[src/rado_params.svh]
// Constants of the ramped analog and digital output stage.
// Assumes an APB slave with byte addresses on an 8-bit paddr.
`ifndef RADO_PARAMS_SVH
`define RADO_PARAMS_SVH

// ********************************************************************
// Register byte offsets
// ********************************************************************
`define RADO_OFF_DOUT_WORD   8'h00
`define RADO_OFF_DOUT_LINE   8'h04
`define RADO_OFF_FIXED0      8'h08
`define RADO_OFF_FIXED1      8'h0c
`define RADO_OFF_FIXED_APPLY 8'h10
`define RADO_OFF_TRK_VOLT    8'h14
`define RADO_OFF_TRK_TARGET  8'h18
`define RADO_OFF_TRK_CFG     8'h1c
`define RADO_OFF_FIRE        8'h20
`define RADO_OFF_AOUT        8'h24
`define RADO_OFF_STATUS      8'h28

// ********************************************************************
// Field positions
// ********************************************************************
`define RADO_LINE_STATE_BIT  4
`define RADO_LINE_COMMIT_BIT 5
`define RADO_CFG_CHAN_BIT    2
`define RADO_FIRE_PULSE_BIT  3
`define RADO_FIRE_MODE_MIN   3'h3
`define RADO_FIRE_MODE_MAX   3'h5

// ********************************************************************
// Reset values
// ********************************************************************
`define RADO_RST_DOUT        16'h0000
`define RADO_RST_AOUT        16'h0000
`define RADO_RST_TARGET      24'h000001

`endif

[src/rado_pkg.sv]
// Types of the ramped analog and digital output stage.
// Assumes the constants header is included by the design files.
package rado_pkg;

	// Channel modes: fixed, velocity tracking, position tracking
	typedef enum logic [1:0]
	{
		RADO_FIXED = 2'b00,
		RADO_VEL   = 2'b01,
		RADO_POS   = 2'b11
	} rado_mode_t;

	typedef enum logic
	{
		RADO_IDLE = 1'b0,
		RADO_RUN  = 1'b1
	} rado_div_state_t;

	typedef struct packed
	{
		rado_mode_t         mode;
		logic signed [15:0] floor_v;
		logic signed [15:0] ceil_v;
		logic signed [23:0] target;
	} rado_chan_t;

	// Open-collector lines: oe high means pin pulled to ground
	typedef struct packed
	{
		logic [15:0] out;
		logic [15:0] oe;
	} rado_pins_t;

	typedef struct packed
	{
		logic signed [15:0] second;
		logic signed [15:0] first;
	} rado_aout_t;

endpackage

[src/rado_top.sv]
// Output stage: two 16-bit analog channels and sixteen open-collector lines.
// Assumes APB master on clk_sys; measured velocity and position come from
// counter logic on the same clock.
`timescale 1ns/1ps
`include "rado_params.svh"
module rado_top
(
	input  wire logic               clk_sys,
	input  wire logic               rst_n,
	input  wire logic               psel,
	input  wire logic               penable,
	input  wire logic               pwrite,
	input  wire logic [7:0]         paddr,
	input  wire logic [31:0]        pwdata,
	input  wire logic [3:0]         pstrb,
	output logic [31:0]             prdata,
	output logic                    pready,
	output logic                    pslverr,
	input  wire logic signed [23:0] meas_vel,
	input  wire logic signed [23:0] meas_pos,
	output rado_pkg::rado_aout_t    aout,
	output rado_pkg::rado_pins_t    dout_pins,
	output logic                    track_active
);
	import rado_pkg::*;

	// ****************************************************************
	// Helpers
	// ****************************************************************
	function automatic logic [31:0] wr_merge(input logic [31:0] cur,
		input logic [31:0] wd, input logic [3:0] strb);
		logic [31:0] res;
		res = cur;
		for (int b = 0; b < 4; b++)
		begin
			if (strb[b])
				res[b*8 +: 8] = wd[b*8 +: 8];
		end
		return res;
	endfunction

	// Unused code 2'b10 falls back to fixed so a channel never runs wild
	function automatic rado_mode_t mode_decode(input logic [1:0] code);
		rado_mode_t m;
		m = RADO_FIXED;
		if (code == RADO_VEL)
			m = RADO_VEL;
		else if (code == RADO_POS)
			m = RADO_POS;
		return m;
	endfunction

	// ****************************************************************
	// Reset release
	// ****************************************************************
	logic rst_meta;
	logic rst_sync_n;

	always_ff @(posedge clk_sys or negedge rst_n)
	begin
		if (!rst_n)
		begin
			rst_meta   <= 1'b0;
			rst_sync_n <= 1'b0;
		end
		else
		begin
			rst_meta   <= 1'b1;
			rst_sync_n <= rst_meta;
		end
	end

	// ****************************************************************
	// APB decode
	// ****************************************************************
	logic [15:0]        dout;
	logic [15:0]        pend_mask;
	logic [15:0]        pend_val;
	logic signed [15:0] fixed_stg [2];
	logic [31:0]        volt_stg;
	logic [23:0]        tgt_stg;
	logic [3:0]         fire;
	rado_chan_t         cfg [2];
	logic [1:0]         div_busy;
	logic [31:0]        rd_mux;

	wire aligned   = (paddr[1:0] == 2'b00);
	wire hit_word  = aligned && paddr == `RADO_OFF_DOUT_WORD;
	wire hit_line  = aligned && paddr == `RADO_OFF_DOUT_LINE;
	wire hit_fix0  = aligned && paddr == `RADO_OFF_FIXED0;
	wire hit_fix1  = aligned && paddr == `RADO_OFF_FIXED1;
	wire hit_apply = aligned && paddr == `RADO_OFF_FIXED_APPLY;
	wire hit_volt  = aligned && paddr == `RADO_OFF_TRK_VOLT;
	wire hit_tgt   = aligned && paddr == `RADO_OFF_TRK_TARGET;
	wire hit_cfg   = aligned && paddr == `RADO_OFF_TRK_CFG;
	wire hit_fire  = aligned && paddr == `RADO_OFF_FIRE;
	wire hit_aout  = aligned && paddr == `RADO_OFF_AOUT;
	wire hit_stat  = aligned && paddr == `RADO_OFF_STATUS;
	wire hit_any   = hit_word | hit_line | hit_fix0 | hit_fix1 | hit_apply
		| hit_volt | hit_tgt | hit_cfg | hit_fire | hit_aout | hit_stat;

	wire access = psel && penable;
	wire wr     = access && pwrite && hit_any;
	wire setup  = psel && !penable;

	// Single-cycle access phase, no wait states
	assign pready  = 1'b1;
	assign pslverr = access && !hit_any;

	// Command registers merge onto zero: they hold no state of their own
	wire [31:0] cmd_wd = wr_merge(32'h0, pwdata, pstrb);

	// ****************************************************************
	// Digital line commands
	// ****************************************************************
	wire [3:0]  ln_idx    = cmd_wd[3:0];
	wire        ln_state  = cmd_wd[`RADO_LINE_STATE_BIT];
	wire        ln_commit = cmd_wd[`RADO_LINE_COMMIT_BIT];
	wire [15:0] ln_hot    = 16'h0001 << ln_idx;
	wire [15:0] ln_mask   = pend_mask | ln_hot;
	wire [15:0] ln_val    = (pend_val & ~ln_hot) | (ln_state ? ln_hot : 16'h0000);
	// All staged pairs land in one edge
	wire [15:0] ln_dout   = (dout & ~ln_mask) | (ln_val & ln_mask);
	wire [31:0] word_m    = wr_merge({16'h0000, dout}, pwdata, pstrb);
	wire [15:0] word_dout = word_m[15:0];

	always_ff @(posedge clk_sys or negedge rst_sync_n)
	begin
		if (!rst_sync_n)
		begin
			dout      <= `RADO_RST_DOUT;
			pend_mask <= 16'h0000;
			pend_val  <= 16'h0000;
		end
		else if (wr && hit_word)
			dout <= word_dout;
		else if (wr && hit_line && ln_commit)
		begin
			dout      <= ln_dout;
			pend_mask <= 16'h0000;
			pend_val  <= 16'h0000;
		end
		else if (wr && hit_line)
		begin
			pend_mask <= ln_mask;
			pend_val  <= ln_val;
		end
	end

	// Open collector: a 1 sinks the pin, a 0 floats it
	assign dout_pins.out = 16'h0000;
	assign dout_pins.oe  = dout;

	// ****************************************************************
	// Staging and configuration registers
	// ****************************************************************
	wire [1:0] apply_ch = (wr && hit_apply) ? cmd_wd[1:0] : 2'b00;
	wire       cfg_ch   = cmd_wd[`RADO_CFG_CHAN_BIT];
	// Merged words first, since a call result cannot be sliced in place
	wire [31:0] fix0_m  = wr_merge({16'h0000, fixed_stg[0]}, pwdata, pstrb);
	wire [31:0] fix1_m  = wr_merge({16'h0000, fixed_stg[1]}, pwdata, pstrb);
	wire [31:0] tgt_m   = wr_merge({8'h00, tgt_stg}, pwdata, pstrb);
	wire [31:0] fire_m  = wr_merge({28'h0, fire}, pwdata, pstrb);

	always_ff @(posedge clk_sys or negedge rst_sync_n)
	begin
		if (!rst_sync_n)
		begin
			fixed_stg[0] <= `RADO_RST_AOUT;
			fixed_stg[1] <= `RADO_RST_AOUT;
			volt_stg     <= 32'h0000_0000;
			tgt_stg      <= `RADO_RST_TARGET;
			fire         <= 4'h0;
			for (int c = 0; c < 2; c++)
				cfg[c] <= '{RADO_FIXED, `RADO_RST_AOUT, `RADO_RST_AOUT,
					`RADO_RST_TARGET};
		end
		else
		begin
			// Full 16-bit code spans -10 V to +10 V
			if (wr && hit_fix0)
				fixed_stg[0] <= fix0_m[15:0];
			if (wr && hit_fix1)
				fixed_stg[1] <= fix1_m[15:0];
			if (wr && hit_volt)
				volt_stg <= wr_merge(volt_stg, pwdata, pstrb);
			if (wr && hit_tgt)
				tgt_stg <= tgt_m[23:0];
			if (wr && hit_fire)
				fire <= fire_m[3:0];
			if (wr && hit_cfg)
				cfg[cfg_ch] <= '{mode_decode(cmd_wd[1:0]), volt_stg[15:0],
					volt_stg[31:16], tgt_stg};
			// A fixed setting ends tracking on that channel
			for (int c = 0; c < 2; c++)
			begin
				if (apply_ch[c])
					cfg[c].mode <= RADO_FIXED;
			end
		end
	end

	// ****************************************************************
	// Firing activation
	// ****************************************************************
	logic              trk_q;
	logic signed [23:0] pos_origin;

	// is the host's job; the pulse-defined bit stands for it
	assign track_active = fire[`RADO_FIRE_PULSE_BIT]
		&& fire[2:0] >= `RADO_FIRE_MODE_MIN
		&& fire[2:0] <= `RADO_FIRE_MODE_MAX;

	always_ff @(posedge clk_sys or negedge rst_sync_n)
	begin
		if (!rst_sync_n)
		begin
			trk_q      <= 1'b0;
			pos_origin <= 24'sh000000;
		end
		else
		begin
			trk_q <= track_active;
			// Zero point of the position ramp, taken as firing starts
			if (track_active && !trk_q)
				pos_origin <= meas_pos;
		end
	end

	// ****************************************************************
	// Tracking channels
	// ****************************************************************
	logic signed [15:0] aout_q [2];

	for (genvar ch = 0; ch < 2; ch++)
	begin : g_chan
		// One edge late, so the first division already sees the new origin
		wire tracking = track_active && trk_q && cfg[ch].mode != RADO_FIXED;

		// Whole steps only: no fraction is carried anywhere
		wire signed [25:0] vel_ext = 26'(meas_vel);
		wire signed [25:0] pos_rel = 26'(meas_pos) - 26'(pos_origin);
		wire signed [25:0] meas    = (cfg[ch].mode == RADO_POS) ? pos_rel
			: vel_ext;
		wire               t_neg   = cfg[ch].target[23];
		wire signed [25:0] tgt_ext = 26'(cfg[ch].target);
		wire signed [25:0] n_dir   = t_neg ? -meas : meas;
		wire signed [25:0] t_mag   = t_neg ? -tgt_ext : tgt_ext;
		// Past the target the count saturates, pinning the ceiling
		wire [23:0] n_clamp = n_dir[25] ? 24'h000000
			: (n_dir > t_mag) ? t_mag[23:0] : n_dir[23:0];
		wire signed [16:0] span = 17'(cfg[ch].ceil_v) - 17'(cfg[ch].floor_v);
		wire [15:0] span_mag = span[16] ? 16'(-span) : span[15:0];
		wire [39:0] prod     = 40'(n_clamp) * 40'(span_mag);
		wire        t_zero   = (t_mag == 26'sd0);
		wire        d_done;
		wire [15:0] d_quo;
		// Quotient is n*span/target: a multiple of span/target per step
		wire signed [16:0] ramp = span[16] ? 17'(cfg[ch].floor_v) - 17'(d_quo)
			: 17'(cfg[ch].floor_v) + 17'(d_quo);
		wire d_start = tracking && !t_zero && !div_busy[ch] && !d_done;

		rado_ramp_div #(
			.NW (24),
			.QW (16)
		) u_div (
			.clk_sys    (clk_sys),
			.rst_sync_n (rst_sync_n),
			.start      (d_start),
			.num        (prod),
			.den        (t_mag[23:0]),
			.busy       (div_busy[ch]),
			.done       (d_done),
			.quo        (d_quo)
		);

		// Value holds between commands and updates
		always_ff @(posedge clk_sys or negedge rst_sync_n)
		begin
			if (!rst_sync_n)
				aout_q[ch] <= `RADO_RST_AOUT;
			else if (apply_ch[ch])
				aout_q[ch] <= fixed_stg[ch];
			else if (tracking && d_done)
				aout_q[ch] <= ramp[15:0];
			else if (tracking && t_zero)
				aout_q[ch] <= cfg[ch].ceil_v;
		end
	end

	assign aout.first  = aout_q[0];
	assign aout.second = aout_q[1];

	// ****************************************************************
	// Read data
	// ****************************************************************
	// Unmapped addresses read as zero
	assign rd_mux = hit_word ? {16'h0000, dout}
		: hit_line ? {pend_val, pend_mask}
		: hit_fix0 ? {16'h0000, fixed_stg[0]}
		: hit_fix1 ? {16'h0000, fixed_stg[1]}
		: hit_volt ? volt_stg
		: hit_tgt  ? {8'h00, tgt_stg}
		: hit_cfg  ? {28'h0, cfg[1].mode, cfg[0].mode}
		: hit_fire ? {28'h0, fire}
		: hit_aout ? {aout_q[1], aout_q[0]}
		: hit_stat ? {29'h0, div_busy, track_active}
		: 32'h0000_0000;

	// Sampled in setup so it stands through the access phase
	always_ff @(posedge clk_sys or negedge rst_sync_n)
	begin
		if (!rst_sync_n)
			prdata <= 32'h0000_0000;
		else if (setup)
			prdata <= rd_mux;
	end

endmodule

[src/rado_ramp_div.sv]
// Serial restoring divider for the tracking ramp, one quotient bit a cycle.
// Assumes a nonzero divisor; the caller holds start only while idle.
`timescale 1ns/1ps
module rado_ramp_div
#(
	parameter int NW = 24,
	parameter int QW = 16
)
(
	input  wire logic            clk_sys,
	input  wire logic            rst_sync_n,
	input  wire logic            start,
	input  wire logic [NW+QW-1:0] num,
	input  wire logic [NW-1:0]   den,
	output logic                 busy,
	output logic                 done,
	output logic [QW-1:0]        quo
);
	import rado_pkg::*;

	localparam int PW = NW + QW;
	localparam int CW = $clog2(PW + 1);

	rado_div_state_t state;
	logic [NW:0]     rem;
	logic [PW-1:0]   acc;
	logic [CW-1:0]   cnt;

	wire [NW:0] rem_sh = {rem[NW-1:0], acc[PW-1]};
	wire        take   = rem_sh >= {1'b0, den};
	wire [NW:0] rem_nx = take ? rem_sh - {1'b0, den} : rem_sh;

	assign busy = (state == RADO_RUN);

	always_ff @(posedge clk_sys or negedge rst_sync_n)
	begin
		if (!rst_sync_n)
		begin
			state <= RADO_IDLE;
			rem   <= '0;
			acc   <= '0;
			cnt   <= '0;
			done  <= 1'b0;
			quo   <= '0;
		end
		else
		begin
			done <= 1'b0;
			unique case (state)
				RADO_IDLE:
				begin
					if (start)
					begin
						acc   <= num;
						rem   <= '0;
						cnt   <= CW'(PW);
						state <= RADO_RUN;
					end
				end
				RADO_RUN:
				begin
					rem <= rem_nx;
					acc <= {acc[PW-2:0], take};
					cnt <= cnt - 1'b1;
					if (cnt == CW'(1))
					begin
						state <= RADO_IDLE;
						done  <= 1'b1;
						quo   <= {acc[QW-2:0], take};
					end
				end
			endcase
		end
	end

endmodule

[config.mk]
export PLATFORM = sky130hd
export DESIGN_NAME = rado_top
export DESIGN_NICKNAME = d
export VERILOG_FILES = /design/src/rado_pkg.sv /design/src/rado_top.sv /design/src/rado_ramp_div.sv
export VERILOG_INCLUDE_DIRS = /design/src /design/src/src
export SDC_FILE = /design/constraint.sdc
export NUM_CORES = 2
export LEC_CHECK = 0
export BUFFER_PORTS_ARGS = -buffer_cell sky130_fd_sc_hd__buf_4
export CAP_MARGIN = 30
export CORE_MARGIN = 2
export CORE_UTILIZATION = 45
export CTS_BUF_LIST = sky130_fd_sc_hd__clkbuf_2
export CTS_CLUSTER_DIAMETER = 200
export DETAILED_ROUTE_END_ITERATION = 10
export HOLD_SLACK_MARGIN = 0.02
export PLACE_DENSITY = 0.58
export SYNTH_ARGS = -nofsm -noshare
export SYNTH_HDL_FRONTEND = slang
export SYNTH_SLANG_ARGS = --single-unit
[constraint.sdc]
create_clock -name clk_sys -period 23 [get_ports clk_sys]
set_input_delay 4.6 -clock clk_sys [delete_from_list [all_inputs] [get_ports clk_sys]]
set_output_delay 4.6 -clock clk_sys [all_outputs]
set_load 0.005 [all_outputs]
==> reports/metrics.csv <==
stage,metric,value,unit
global_route,track_usage,0.2906,
floorplan,dieArea,138300,sq um
global_route,grt_antenna_before_repair,9,
cts,clock-root-buffer,clkbuf_2,
detailed_routing,ant_nets,0,
global_route,grt_overflow,0,
global_route,grt_max_degree,160,
sta,finalSetupTns,0,ns
logic_synthesis,synthXorXnorAreaFrac,0.04746,
logic_synthesis,synthesis.area,60900,sq um
setup_path,worstReg2RegStart,pos_origin[0]$_DFFE_PN0P_,
cts,postCtsHoldBufs,0,
sta,hold_violations,0,
cts,cts.path.max_buffers,3,
setup_path,max_stage_delay,0.95,ns
detailed_routing,dr_total_vias,52040,
pwr,p_per_area,41.16,nW/um^2
setup_path,startpoint_type,input pin,
placed_design,io_buffers,178,
setup_path,crit_arrival,20.11,ns
logic_synthesis,yosysWarnings,0,
setup_path,cp_common_cell,fa_1,
global_route,grt_pass1_vias,52450,
cts,cts_setup_buffers,0,
setup_path,crit_family,compound AO/OA/AOI/OAI gates,
placed_design,place_hpwl,155.3,mm
cts,ctsResizeCount,0,
logic_synthesis,synth-simple-area-share,0.1652,
floorplan,core_area,134000,sq um
sta,worstMarginPinSlew,1.226,ns
detailed_routing,drt-pass1-iter-count,6,
cts,clkTransAtPathRegs,0.13,ns
placed_design,placedCellCount,8709,
cells_and_area,fin_cells,8998,
sta,max_slew_margin,0.1825,
cts,cts.sinks,523,
sta,setup_viol_count_final,0,
logic_synthesis,synth_top_family_by_area,adder cells,
logic_synthesis,synthArstFlopShare,1.000,
floorplan,ios,196,
detailed_routing,routed_wl,198.8,mm
sta,rsz0062_at_grt,false,
setup_path,crit_path_start,meas_pos[0],
floorplan,die_width,371.9,um
job,cap_violations,0,
sta,skew,0.1292,ns
placed_design,finalWeightedCongestion,0.9300,
logic_synthesis,synthCells,6964,
pwr,p_leak,0.03108,uW
sta,finalWorstPathRequiredPeriod,18.56,ns
floorplan,row_count,134,
cts,cts_tree,yes,
cells_and_area,drive_gt1_frac,0.1224,
detailed_routing,drt_iter0_markers,4516,
setup_path,crit_fanout,46,
setup_path,reg2reg_setup_slack,7.16,ns
setup_path,endpoint_kind,register,
cells_and_area,layout_common_cells,"nand2_1, inv_1, fa_1",
detailed_routing,wl_per_cell,22.09,um
detailed_routing,routed_via_density,5.784,
cells_and_area,fin_nets,8240,
setup_path,worst-setup-path-type,in -> reg,
logic_synthesis,synth_edf_count,0,
setup_path,crit_required,24.55,ns
logic_synthesis,ys_seq_elements,523,
cts,clock_latency,1.61,ns
cells_and_area,final_util,0.4907,
cts,numCtsBuffers,156,
logic_synthesis,synth_flop_cell,dfrtp_1,
logic_synthesis,ys_seq_area_frac,0.2150,
cells_and_area,layout_commonest_cell,nand2_1,
logic_synthesis,synthDistinctLibCells,107,
floorplan,initial_core_util,0.4546,
logic_synthesis,synth.mux.area_fraction,0.05313,
logic_synthesis,synth_compound_area_frac,0.1520,
sta,fmax,53.88,MHz
logic_synthesis,synth_fa_ha_area_frac,0.2902,
global_route,grt_pass1_wl,311.2,mm
min_path,hp-class,reg -> async,
sta,min_period_over_period,0.8069,
status,outcome,"complete, no violations",
setup_path,slowest_stage,a221oi_1,
pwr,vdd_drop_max,0.00005180,V
sta,whs,0.2127,ns
setup_path,critPathBufInv,7,
pwr,power,2706,uW
cts,htree_levels,4,
cells_and_area,area_growth,7.945,%
floorplan,die_h,371.9,um
detailed_routing,drc,0,
sta,drv_slew,0,
logic_synthesis,synth.avg_cell_area,8.744,sq um
## kinds of logic after synthesis
group | after synthesis
AND/OR/NAND/NOR | 2211
AO/OA/AOI/OAI | 1351
buffers and inverters | 1210
adder cells (fa/ha/maj) | 1041
flip-flops | 523
XOR/XNOR | 330
multiplexers | 296
other | 2
## layout make-up
type / count / area, sq um
antenna: 8 / 20.02
clock buffer: 227 / 1136
clock inverter: 51 / 320.3
fill: 13100 / 68230
inverter: 872 / 3276
multi-input combinational: 5251 / 43380
sequential: 523 / 13100
tap: 1768 / 2212
timing repair buffer: 298 / 2292
## cells in the mapped netlist, drive strengths merged, types with 39 or more instances
master | number | share of area
a211oi | 45 | 0.0074
a21o | 107 | 0.013
a21oi | 276 | 0.023
a22oi | 39 | 0.0048
a31oi | 43 | 0.0045
and2 | 78 | 0.0080
and3 | 60 | 0.0062
buf | 92 | 0.0080
clkbuf | 246 | 0.015
dfrtp | 520 | 0.21
fa | 619 | 0.20
ha | 422 | 0.087
inv | 870 | 0.054
mux2 | 218 | 0.040
mux2i | 78 | 0.013
nand2 | 914 | 0.056
nand2b | 79 | 0.0081
nand3 | 139 | 0.011
nand4 | 39 | 0.0040
nor2 | 563 | 0.035
nor2b | 67 | 0.0069
nor3 | 102 | 0.0085
o211ai | 46 | 0.0057
o21a | 41 | 0.0051
o21ai | 343 | 0.028
o31ai | 58 | 0.0072
or3 | 40 | 0.0042
xnor2 | 183 | 0.026
xor2 | 147 | 0.021
## registers in the layout, summed over array words and instances (netlist names), 32 cells and up, named ones only
| name | flops |
|---|---|
| g_chan.u_div.rem | 48 |
| cfg | 116 |
| volt_stg | 32 |
| prdata | 32 |
| g_chan.u_div.acc | 80 |
| g_chan.u_div.quo | 32 |
| aout | 32 |
| fixed_stg | 32 |
## path summary, 6_finish.rpt
| kind | endpoint | depth (start not counted) |
|---|---|---|
| max in group asynchronous | rst_sync_n$_DFF_PN0_ | 1 |
| max reg2reg | g_chan[0].u_div.acc[38]$_DFFE_PN0P_ | 42 |
| min | cfg[108]$_DFFE_PN0P_ | 0 |
| max | g_chan[0].u_div.acc[38]$_DFFE_PN0P_ | 44 |
| min in group clk_sys | rst_sync_n$_DFF_PN0_ | 0 |
| min reg2reg | cfg[108]$_DFFE_PN0P_ | 0 |
## worst reg2reg max path: cells and delay by family, from the launching register on
family | cells | cell delay, ns
fa+ha+maj | 10 | 4.68
compound gates | 13 | 5.25
flops | 1 | 0.40
simple gates | 14 | 4.34
buf+inv | 5 | 1.09
## power by group
part	switching [uW]	internal, uW	leakage (uW)	total (uW)
combinational	484	344	0.0236	828
clock	485	289	0.00109	774
sequential	81.7	1020	0.00640	1100
## per-stage QoR
stage,setup WS (ns),instance area [sq um]
floorplan,6.285,60970
global placement,2.986,64120
detailed placement,3.009,64220
CTS,4.854,65670
global route,4.049,65730
finish,4.441,65730
## routing by layer
metal  global-route usage  share of wire
met3              0.04486          0.070
met1               0.4131           0.45
met4               0.1207          0.044
met2               0.4409           0.44
met5                    0        0.00011
Note: power is estimated with default switching activity, not from simulation.
